<file path="src/logic/oir_pkg.sv">
// Constants, carriers and CRC helper for the OTP identification register bank
// Summary of operation
// Read-only wafer number, coordinates, lot bytes
// Traceability readable only while init flag clear
// Traceability bytes covered by factory error check
// User data read/write only while init clear
// User data covered by user block CRC
// OTP commit programs user lock/CRC automatically
// Lock bit 7, identifier 6:4, CRC 3:0
// Factory identifiers A=001 B=010 C=011 D=101
// Reserved reads answer validly, reserved bits zero
// Reserved writes answer validly; host writes zeros
// Invalid address read answers with zero data
// Invalid address write dropped, answers zero
// Read-only write dropped, answers current contents
// Continuous writable-array CRC once init set
// CRC polynomial x^4+x^3+1, seed zero
// MSB first, ascending address, flag mismatch
package oir_pkg;

    localparam logic [7:0] ADDR_DEV_LOCK = 8'h3f;
    localparam logic [7:0] ADDR_USER_BANK0 = 8'h40;
    localparam logic [7:0] ADDR_RSVD_0 = 8'h4f;
    localparam logic [7:0] ADDR_USER_BANK1 = 8'h50;
    localparam logic [7:0] ADDR_USER_LOCK_CRC = 8'h5f;
    localparam logic [7:0] ADDR_FACT_A_LOCK_CRC = 8'haf;
    localparam logic [7:0] ADDR_FACT_B_LOCK_CRC = 8'hbf;
    localparam logic [7:0] ADDR_WAFER_NUMBER = 8'hcb;
    localparam logic [7:0] ADDR_WAFER_X = 8'hcc;
    localparam logic [7:0] ADDR_WAFER_Y = 8'hcd;
    localparam logic [7:0] ADDR_RSVD_1 = 8'hce;
    localparam logic [7:0] ADDR_FACT_C_LOCK_CRC = 8'hcf;
    localparam logic [7:0] ADDR_WAFER_LOT_LOW = 8'hd0;
    localparam logic [7:0] ADDR_WAFER_LOT_HIGH = 8'hd1;
    localparam logic [7:0] ADDR_FACT_D_LOCK_CRC = 8'hdf;
    localparam logic [7:0] ADDR_FACT_E_LOCK_CRC = 8'hef;
    localparam logic [7:0] ADDR_FACT_F_LOCK_CRC = 8'hff;

    localparam int USER_BANK_LEN = 15;
    localparam int USER_LEN = 2 * USER_BANK_LEN;

    // Lock and CRC field layout
    localparam int LOCK_BIT = 7;
    localparam int ID_MSB = 6;
    localparam int ID_LSB = 4;
    localparam int CRC_MSB = 3;

    localparam logic [2:0] BLOCK_ID_A = 3'h1;
    localparam logic [2:0] BLOCK_ID_B = 3'h2;
    localparam logic [2:0] BLOCK_ID_C = 3'h3;
    localparam logic [2:0] BLOCK_ID_D = 3'h5;
    localparam logic [2:0] BLOCK_ID_NONE = 3'h0;

    localparam logic [3:0] CRC_POLY = 4'h9;
    localparam logic [3:0] CRC_SEED = 4'h0;
    localparam logic [7:0] RESP_ZERO = 8'h00;
    localparam logic [7:0] DEV_LOCK_RESET = 8'h00;
    localparam logic [7:0] USER_DATA_RESET = 8'h00;
    localparam logic [7:0] USER_LOCK_RESET = 8'h00;

    typedef enum logic [2:0] {
        CLS_USER,
        CLS_USER_LOCK,
        CLS_DEV_LOCK,
        CLS_FACT_LOCK,
        CLS_TRACE,
        CLS_RESERVED,
        CLS_INVALID
    } oir_class_e;

    typedef struct packed {
        logic valid;
        logic write;
        logic [7:0] addr;
        logic [7:0] wdata;
    } oir_req_s;

    typedef struct packed {
        logic valid;
        logic [7:0] data;
    } oir_resp_s;

    typedef struct packed {
        logic [7:0] wafer_number;
        logic [7:0] wafer_x;
        logic [7:0] wafer_y;
        logic [7:0] wafer_lot_low;
        logic [7:0] wafer_lot_high;
        logic [3:0] crc_a;
        logic [3:0] crc_b;
        logic [3:0] crc_c;
        logic [3:0] crc_d;
    } oir_factory_s;

    // One byte through the CRC, most significant bit first
    function automatic logic [3:0] crc4_byte(input logic [3:0] crc_in, input logic [7:0] b);
        logic [3:0] c;
        logic fb;
        c = crc_in;
        for (int i = 7; i >= 0; i--) begin
            fb = c[3] ^ b[i];
            c = {c[2:0], 1'b0} ^ (fb ? CRC_POLY : 4'h0);
        end
        return c;
    endfunction

endpackage

</file>
<file path="src/logic/oir_addr_decode.sv">
// Address classifier for the OTP identification register bank
`timescale 1ns/1ps
module oir_addr_decode (
    input wire logic [7:0] addr,
    output oir_pkg::oir_class_e cls,
    output logic [4:0] idx
);
    always_comb begin
        cls = oir_pkg::CLS_INVALID;
        idx = 5'h00;
        if (addr == oir_pkg::ADDR_DEV_LOCK) begin
            cls = oir_pkg::CLS_DEV_LOCK;
        end else if (addr >= oir_pkg::ADDR_USER_BANK0 && addr < oir_pkg::ADDR_RSVD_0) begin
            cls = oir_pkg::CLS_USER;
            idx = 5'(addr - oir_pkg::ADDR_USER_BANK0);
        end else if (addr >= oir_pkg::ADDR_USER_BANK1 && addr < oir_pkg::ADDR_USER_LOCK_CRC) begin
            cls = oir_pkg::CLS_USER;
            idx = 5'(addr - oir_pkg::ADDR_USER_BANK1 + 8'(oir_pkg::USER_BANK_LEN));
        end else if (addr == oir_pkg::ADDR_USER_LOCK_CRC) begin
            cls = oir_pkg::CLS_USER_LOCK;
        end else if (addr == oir_pkg::ADDR_RSVD_0 || addr == oir_pkg::ADDR_RSVD_1) begin
            cls = oir_pkg::CLS_RESERVED;
        end else if (addr >= oir_pkg::ADDR_WAFER_NUMBER && addr <= oir_pkg::ADDR_WAFER_Y) begin
            cls = oir_pkg::CLS_TRACE;
            idx = 5'(addr - oir_pkg::ADDR_WAFER_NUMBER);
        end else if (addr == oir_pkg::ADDR_WAFER_LOT_LOW || addr == oir_pkg::ADDR_WAFER_LOT_HIGH) begin
            cls = oir_pkg::CLS_TRACE;
            idx = 5'(addr - oir_pkg::ADDR_WAFER_LOT_LOW + 8'h03);
        end else if (addr[3:0] == 4'hf && addr >= oir_pkg::ADDR_FACT_A_LOCK_CRC) begin
            cls = oir_pkg::CLS_FACT_LOCK;
            idx = 5'(addr[7:4] - 4'ha);
        end
    end
endmodule

</file>
<file path="src/logic/oir_crc_scan.sv">
// Continuous CRC scanner over the writable register array
`timescale 1ns/1ps
module oir_crc_scan #(
    parameter int NBYTES = 30
) (
    input wire logic core_clk,
    input wire logic rst,
    input wire logic run,
    input wire logic [NBYTES*8-1:0] bytes,
    output logic [3:0] ref_crc,
    output logic crc_err
);
    typedef struct packed {
        logic [4:0] pos;
        logic [3:0] acc;
        logic [3:0] ref_crc;
        logic ref_valid;
        logic err;
    } oir_scan_s;

    oir_scan_s s_q;
    oir_scan_s s_d;
    logic [3:0] next_acc;

    // Byte 0 sits in the lowest lane, i.e. the lowest address
    always_comb begin
        next_acc = oir_pkg::crc4_byte(s_q.acc, bytes[s_q.pos*8 +: 8]);
        s_d = s_q;
        if (!run) begin
            s_d.pos = 5'h00;
            s_d.acc = oir_pkg::CRC_SEED;
            s_d.ref_valid = 1'b0;
            s_d.err = 1'b0;
        end else if (32'(s_q.pos) == NBYTES - 1) begin
            s_d.pos = 5'h00;
            s_d.acc = oir_pkg::CRC_SEED;
            s_d.ref_valid = 1'b1;
            if (!s_q.ref_valid) begin
                s_d.ref_crc = next_acc;
            end else if (next_acc != s_q.ref_crc) begin
                s_d.err = 1'b1;
            end
        end else begin
            s_d.pos = s_q.pos + 5'h01;
            s_d.acc = next_acc;
        end
    end

    always_ff @(posedge core_clk) begin
        if (rst) begin
            s_q <= '0;
        end else begin
            s_q <= s_d;
        end
    end

    assign ref_crc = s_q.ref_crc;
    assign crc_err = s_q.err;
endmodule

</file>
<file path="src/logic/oir_regbank.sv">
// OTP identification, user data and lock/CRC register bank
`timescale 1ns/1ps
module oir_regbank (
    input wire logic core_clk,
    input wire logic rst,
    input wire logic init_complete_flag,
    input oir_pkg::oir_req_s req,
    output oir_pkg::oir_resp_s resp,
    input oir_pkg::oir_factory_s factory,
    input wire logic user_otp_commit,
    output logic [7:0] device_lock_write,
    output logic user_locked,
    output logic array_crc_err,
    output logic factory_crc_err
);
    typedef struct packed {
        logic [oir_pkg::USER_LEN*8-1:0] user_otp_data;
        logic [7:0] dev_lock;
        logic [7:0] user_lock_crc;
        logic resp_valid;
        logic [7:0] resp_data;
        logic fact_err;
    } oir_bank_s;

    oir_bank_s s_q;
    oir_bank_s s_d;
    oir_pkg::oir_class_e cls;
    logic [4:0] idx;
    logic [7:0] cur;
    logic [3:0] user_crc;
    logic [3:0] trace_crc_c;
    logic [3:0] trace_crc_d;
    logic [(oir_pkg::USER_LEN+1)*8-1:0] scan_bytes;

    function automatic logic [7:0] lock_byte(input logic lock, input logic [2:0] id,
                                             input logic [3:0] crc);
        lock_byte = {lock, id, crc};
    endfunction

    oir_addr_decode u_decode (
        .addr(req.addr),
        .cls(cls),
        .idx(idx)
    );

    // Writable array: user data then user lock byte; device lock stays out
    assign scan_bytes = {s_q.user_lock_crc, s_q.user_otp_data};

    oir_crc_scan #(
        .NBYTES(oir_pkg::USER_LEN + 1)
    ) u_scan (
        .core_clk(core_clk),
        .rst(rst),
        .run(init_complete_flag),
        .bytes(scan_bytes),
        .ref_crc(),
        .crc_err(array_crc_err)
    );

    // User block CRC, ascending address order
    always_comb begin
        user_crc = oir_pkg::CRC_SEED;
        for (int i = 0; i < oir_pkg::USER_LEN; i++) begin
            user_crc = oir_pkg::crc4_byte(user_crc, s_q.user_otp_data[i*8 +: 8]);
        end
    end

    // Traceability bytes folded into the factory block checks
    always_comb begin
        trace_crc_c = oir_pkg::crc4_byte(oir_pkg::CRC_SEED, factory.wafer_number);
        trace_crc_c = oir_pkg::crc4_byte(trace_crc_c, factory.wafer_x);
        trace_crc_c = oir_pkg::crc4_byte(trace_crc_c, factory.wafer_y);
        trace_crc_d = oir_pkg::crc4_byte(oir_pkg::CRC_SEED, factory.wafer_lot_low);
        trace_crc_d = oir_pkg::crc4_byte(trace_crc_d, factory.wafer_lot_high);
    end

    // Current contents of the addressed register
    always_comb begin
        cur = oir_pkg::RESP_ZERO;
        case (cls)
            oir_pkg::CLS_USER: begin
                cur = s_q.user_otp_data[idx*8 +: 8];
            end
            oir_pkg::CLS_USER_LOCK: begin
                cur = s_q.user_lock_crc;
            end
            oir_pkg::CLS_DEV_LOCK: begin
                cur = s_q.dev_lock;
            end
            oir_pkg::CLS_FACT_LOCK: begin
                case (idx)
                    5'h0: cur = lock_byte(1'b1, oir_pkg::BLOCK_ID_A, factory.crc_a);
                    5'h1: cur = lock_byte(1'b1, oir_pkg::BLOCK_ID_B, factory.crc_b);
                    5'h2: cur = lock_byte(1'b1, oir_pkg::BLOCK_ID_C, factory.crc_c);
                    5'h3: cur = lock_byte(1'b1, oir_pkg::BLOCK_ID_D, factory.crc_d);
                    default: cur = lock_byte(1'b0, oir_pkg::BLOCK_ID_NONE, 4'h0);
                endcase
            end
            oir_pkg::CLS_TRACE: begin
                case (idx)
                    5'h0: cur = factory.wafer_number;
                    5'h1: cur = factory.wafer_x;
                    5'h2: cur = factory.wafer_y;
                    5'h3: cur = factory.wafer_lot_low;
                    default: cur = factory.wafer_lot_high;
                endcase
            end
            default: begin
                // Reserved bits and locations read as zero
                cur = oir_pkg::RESP_ZERO;
            end
        endcase
    end

    always_comb begin
        s_d = s_q;
        s_d.resp_valid = 1'b0;
        s_d.fact_err = (trace_crc_c != factory.crc_c) || (trace_crc_d != factory.crc_d);
        if (req.valid) begin
            s_d.resp_valid = 1'b1;
            case (cls)
                oir_pkg::CLS_USER: begin
                    // Hidden once init completes; the lock also freezes the data
                    if (init_complete_flag) begin
                        s_d.resp_data = oir_pkg::RESP_ZERO;
                    end else if (req.write && !s_q.user_lock_crc[oir_pkg::LOCK_BIT]) begin
                        s_d.user_otp_data[idx*8 +: 8] = req.wdata;
                        s_d.resp_data = req.wdata;
                    end else begin
                        s_d.resp_data = cur;
                    end
                end
                oir_pkg::CLS_DEV_LOCK: begin
                    if (req.write) begin
                        s_d.dev_lock = req.wdata;
                        s_d.resp_data = req.wdata;
                    end else begin
                        s_d.resp_data = cur;
                    end
                end
                oir_pkg::CLS_TRACE: begin
                    if (init_complete_flag) begin
                        s_d.resp_data = oir_pkg::RESP_ZERO;
                    end else begin
                        s_d.resp_data = cur;
                    end
                end
                oir_pkg::CLS_USER_LOCK, oir_pkg::CLS_FACT_LOCK: begin
                    s_d.resp_data = cur;
                end
                oir_pkg::CLS_RESERVED: begin
                    // Write accepted with nothing behind it to store
                    s_d.resp_data = oir_pkg::RESP_ZERO;
                end
                default: begin
                    s_d.resp_data = oir_pkg::RESP_ZERO;
                end
            endcase
        end
        // Commit CRC sees the data as it stood before this cycle's write
        if (user_otp_commit) begin
            s_d.user_lock_crc = lock_byte(1'b1, oir_pkg::BLOCK_ID_NONE, user_crc);
        end
    end

    always_ff @(posedge core_clk) begin
        if (rst) begin
            s_q.user_otp_data <= {oir_pkg::USER_LEN{oir_pkg::USER_DATA_RESET}};
            s_q.dev_lock <= oir_pkg::DEV_LOCK_RESET;
            s_q.user_lock_crc <= oir_pkg::USER_LOCK_RESET;
            s_q.resp_valid <= 1'b0;
            s_q.resp_data <= oir_pkg::RESP_ZERO;
            s_q.fact_err <= 1'b0;
        end else begin
            s_q <= s_d;
        end
    end

    assign resp.valid = s_q.resp_valid;
    assign resp.data = s_q.resp_data;
    assign device_lock_write = s_q.dev_lock;
    assign user_locked = s_q.user_lock_crc[oir_pkg::LOCK_BIT];
    assign factory_crc_err = s_q.fact_err;
endmodule

</file>
<file path="config.mk">
export PLATFORM = sky130hd
export DESIGN_NAME = oir_regbank
export DESIGN_NICKNAME = d
export VERILOG_FILES = /design/src/logic/oir_pkg.sv /design/src/logic/oir_addr_decode.sv /design/src/logic/oir_crc_scan.sv /design/src/logic/oir_regbank.sv
export SDC_FILE = /design/constraint.sdc
export NUM_CORES = 1
export LEC_CHECK = 0
export BUFFER_PORTS_ARGS = -buffer_cell sky130_fd_sc_hd__clkbuf_2
export CORE_MARGIN = 3
export CORE_UTILIZATION = 28
export DETAILED_ROUTE_END_ITERATION = 7
export PLACE_DENSITY = 0.51
export SYNTH_ARGS = -nofsm -noshare
export SYNTH_HDL_FRONTEND = slang
export SYNTH_SLANG_ARGS = --single-unit
</file>
<file path="constraint.sdc">
create_clock -name core_clk -period 8.22 [get_ports core_clk]
set_clock_uncertainty 0.15 [all_clocks]
set_input_delay 0.411 -clock core_clk [delete_from_list [all_inputs] [get_ports core_clk]]
set_output_delay 0.411 -clock core_clk [all_outputs]
set_load 0.05 [all_outputs]
</file>
After elaboration in Yosys (flattened, before gate mapping)

Index checks and enable logic that the tools add are counted.
Widths: inputs -> output; s select.

Bits in registers: 278
Bits in latches: 0
Memory bits (writable): 0
Memory bits (read-only): 0
Input bits: 78
Word-level logic and storage cells: 953
Memories kept: 0

Add/sub/neg operators: 9
Multiply operators: 0
Div/mod/pow operators: 0
Magnitude comparators: 7
Eq/ne operators: 18
Shift-type cells: 4
Muxes and demuxes: 314
Bitwise logic cells: 572
Reduce and logical (&&, ||, !) cells: 18

Operator list:

| cell                     | count |
|---|---|
| $mux 4                   | 288 |
| $xor 4x4->4              | 285 |
| $xor 1x1->1              | 285 |
| $shiftx 248x9->8         | 1 |
| $bwmux 240               | 1 |
| $shift 8x34->240 const A | 1 |
| $shiftx 240x9->8         | 1 |
| $shiftx 8x34->240        | 1 |
| $pmux 8 s4               | 3 |
| $mux 5                   | 8 |
| $pmux 8 s5               | 1 |
| $neg 8->34               | 1 |
| $mux 8                   | 4 |
| $eq 8x8->1 const B       | 3 |
| $mux 3                   | 8 |
| $eq 8x7->1 const B       | 2 |
| $ge 8x7->1 const B       | 2 |
| $ge 8x8->1 const B       | 2 |
| $lt 8x7->1 const B       | 2 |
| $ne 4x4->1               | 3 |
| $eq 5x2->1 const B       | 2 |
| $sub 5x5->5 const B      | 2 |
| $mux 9                   | 1 |
| $reduce_and 3->1         | 3 |
| 23 further kinds         | 32 |

Longest topological paths before layout

Depth after elaboration: 718
Gate-level depth with buffers: 21
Mapped depth without buffers: 18

Cells and area by module

Synthesis repeated with hierarchy kept, for this count alone.

Cells, all modules: 2367
Area, all modules: 20569.7 um^2

By module, submodules not included:

| module          | instances | cells each | area each (um^2) |
|---|---|---|---|
| oir_regbank     | 1         | 1952       | 16876.2 |
| oir_crc_scan    | 1         | 332        | 3131.8 |
| oir_addr_decode | 1         | 83         | 561.8 |

Worst setup path before layout

OpenSTA, ideal clock, no wires.

Path type: in2reg
From: input req[8] (netlist bit)
To: register s_q[82] (netlist bit)
Library setup time: 128 ps
Arrival time: 4803 ps
Data required time: 7942 ps
Setup slack: 3139 ps
Stages: 20
Path buffers: 5
Cells stage by stage: inv_1 -> ha_1 -> nor3b_1 -> nor4_1 -> o21ai_1 -> a2bb2oi_1 -> a21oi_1 -> clkbuf_1 -> clkbuf_1 -> ha_1 -> clkbuf_1 -> and3_1 -> ha_1 -> clkbuf_1 -> clkbuf_1 -> nor2_1 -> nand2_1 -> nor2_1 -> mux2i_1 -> nor2_1

Cells in the longest elaborated chain, start to end: 13
Elaborated cells between the ends (all ways): 48
Classes of those cells: 7 x add/sub; 7 x order compare; 7 x eq/ne; 2 x shift; 17 x mux; 8 x reduce/logical

Ends and longest elaborated chain:

| what                                                | line              | source |
|---|---|---|
| start, declared                                     | oir_regbank.sv:7  | `input oir_pkg::oir_req_s req,` |
| branches (longest 13 deep; another with $neg 8->34) | n/a               |  |
| end, declared                                       | oir_regbank.sv:25 | `oir_bank_s s_q;` |

Parallel ways; which one is timed is not known.
A chain may end at the register's enable or synchronous reset.

Worst setup path in the final report

From: input req[8] (netlist bit)
To: register s_q[145] (netlist bit)

The elaborated chain is that of the path after synthesis.

==> impl_metrics.ini <==
[clock_network]
path_clk_slew_ns = 0.05
postCtsHoldBufs = 0
cts.sinks = 278
cts_tree = built
h-tree-depth = 2
cts_root_buffer = clkbuf_16
postCtsSetupRepairBufs = 0
cts_resized = 0
cts_max_path_buffers = 3
clock_latency_ns = 0.56
cts_buffers = 36

[power]
p_leak_nw = 7.877
peakVddDrop_mv = 0.1151
power_w = 0.003593
p_per_area_nw_per_um2 = 157.9

[place]
gp_congestion = 0.9997
io_buffers = 97
dp_hpwl_um = 67020

[worst_setup_path]
crit_top_cell = ha_1
critPathMaxStageDelay_ns = 1.48
slowest_stage = nor2_1
critPathMaxFanout = 29
reg2reg_slack_ns = 2.78
critical_path.startpoint_type = input pin
critPathArrivalTime_ns = 7.18
r2r_start = u_scan.s_q[10]
ff2ff_path_depth = 12
crit_path_cell_trace = clkbuf_2 -> inv_1 -> ha_1 -> nor3b_1 -> nor4_1 -> mux2_2 -> o21ai_0 -> nand2_4 -> inv_1 -> ha_1 -> and3_1 -> ha_1 -> o21a_1 -> nand3_1 -> nor2_1 -> mux2i_1 -> nor2_1
criticalPathCategory = in2reg
r2r-end = u_scan.crc_err
setup.worst_path.end_class = flop
crit_required_ns = 8.45

[final_layout]
layout-drive-gt1-share = 0.1599
synthToLayoutAreaGrowth_pct = 12.11
final_nets = 2233

[yosys]
yosysSeqAreaShare = 0.2742
ys_types = 70
synth-seq-cells = 278
syn-num-nets = 2214
netlist_instances = 2123
synth_common_cells = xnor2_1, nor2_1, dfxtp_1, mux2i_1, a21oi_1
ys_async_sr_fraction = 0
synth_top_area_frac = 0.2742
ys_warn_count = 0
ys.flop_type = dfxtp_1
yosys.cell_count.top_type = xnor2_1
yosysTopAreaCell = dfxtp_1
synth-edff-count = 0
synth_area_um2 = 20300
syn_avg_cell_area_um2 = 9.560
synth.area.top_cells = dfxtp_1, xnor2_1, mux4_2, mux2i_1, nor2_1

[global_route]
met2_usage = 0.3456
grt_pass1_vias = 16930
grt_usage = 0.2307
overflow = 0
grt_max_degree = 105
grt_pass1_wl_um = 125500
grtUsageMet3 = 0.05111
antenna_found_initial = 1
busiest_layer = met2
met1_usage = 0.3133

[timing]
period_needed_ns = 6.947
min_period_over_period = 0.8451
finalSetupViolCount = 0
final-hold-violation-count = 0
rsz0062_at_grt = no
drv_slew = 0
max_slew.worst_pin.slew_ns = 1.491
max_freq_ghz = 0.1440
tns_ns = 0
slew_headroom = 0.002360

[drt]
vias_per_cell = 5.725
antenna_left = 0
routed_wl_um = 89380
vias = 17840
drt_first_pass_iters = 8
wl_per_cell_um = 28.68
drc = 0
drt_first_iter_violations = 2410

[worst_hold_path]
whs_path_depth = 2
hold_path_end = s_q[11]
min-delay-start = user_otp_commit
min_path_type = in2reg

[status]
status = finished with violations
violations = capacitance limit

[job]
cap_viol_max_count = 1

[die]
row_count = 98
boundaryPins = 98
core_area_um2 = 71610
floorplan.initialDensity = 0.2834
die_h_um = 275.2
die_w_um = 275.2
die_area_um2 = 75750
## through the flow
step | utilization | cell area [µm²] | setup slack (ns) | hold WS, ns | std cells
floorplan | - | 20300 | 3.139 | 0.2961 | 2123
global placement | 0.3015 | 21590 | 0.8839 | 0.3092 | 3053
detailed placement | 0.3015 | 21590 | 0.8140 | 0.3109 | 3053
CTS | 0.3175 | 22730 | 1.410 | 0.01293 | 3113
global route | 0.3177 | 22750 | 0.9749 | 0.03905 | 3114
finish | 0.3177 | 22750 | 1.273 | 0.04141 | 3116
## final cells by class
type,instances,area (µm²)
diodes,2,5.005
multi-input cells,1687,14080
clock buffers,45,985.9
inverters,14,52.55
well taps,950,1189
fillers,7480,48860
flip-flops and latches,278,5570
clock inverters,15,156.4
repair buffers,125,710.7
## cells by family (layout without fill, tap and decap cells)
group / count (synthesis) / after routing / share of synthesized area
DFF: 278 / 278 / 0.2742
AOI/OAI and AO/OA: 289 / 289 / 0.09179
buffers and inverters: 158 / 199 / 0.03428
and+or+nand+nor: 627 / 627 / 0.1369
muxes: 312 / 312 / 0.2314
adders and majority gates: 13 / 13 / 0.008014
xor gates and xnor gates: 446 / 446 / 0.2234
other: 0 / 2 / 0
## flip-flops by register name, indices dropped and copies added, names as in the netlist
signal and count:
s_q 244, u_scan.s_q 10, resp 9, device_lock_write 8, u_scan.ref_crc 4, factory_crc_err 1, u_scan.crc_err 1, user_locked 1
## layout by cell type, fill, tap and decap left out, types with 4 or more instances in the layout
cell       instances
inv_1             12
a21oi_1          121
mux2_2            12
nand2_1          110
clkbuf_16         37
a222oi_1          12
buf_4             27
xor2_1            71
mux4_2           122
clkinv_2          10
nand3_1           59
or3_1              7
a211oi_1           7
xnor3_1           31
and2_1            13
xnor2_2            5
a311oi_1           5
a21o_1             9
nand2b_1          16
nor3_1            34
xnor2_1          327
a22oi_1           18
clkbuf_1           5
clkbuf_8           5
ha_1              13
a22o_1             7
a2111oi_0          4
a221oi_1          16
clkbuf_2          96
nor4_1             4
nor2_1           308
o21ai_0           43
and3_1            45
o211ai_1           4
nand4_1           11
dfxtp_1          276
xnor3_2            8
nor2b_1            7
mux2i_1          176
## how the worst max path moves through the flow
stage / startpoint / endpoint / slack (ns)
6_report: req[8] / s_q[145] / 1.27
5_1_grt: req[8] / s_q[143] / 0.97
4_1_cts: req[8] / s_q[107] / 1.41
3_5_place_dp: req[8] / s_q[113] / 0.81
3_3_place_gp: req[8] / s_q[108] / 0.88
2_1_floorplan: req[8] / s_q[82] / 3.14
## metal layers
metal / share of wire / vias to the layer above
li1: - / 7590
met1: 0.41 / 8835
met2: 0.42 / 1185
met3: 0.11 / 230
met4: 0.057 / 0
met5: 0 / -
## power breakdown
part           internal, W  switching, W  total [W]  leakage (nW)
Clock             0.000941      0.000652    0.00159         0.569
Sequential         0.00136     0.0000112    0.00137          2.24
Combinational     0.000224      0.000409   0.000632          5.07
## worst max-delay path, delay by kind of cell
kind | cells | cell delay [ns]
buffers and inverters | 3 | 0.51
muxes | 2 | 0.59
adders and majority gates | 3 | 1.00
and+or+nand+nor | 7 | 4.01
AOI/OAI and AO/OA | 2 | 0.61
Power figures use the tool's default switching activity.
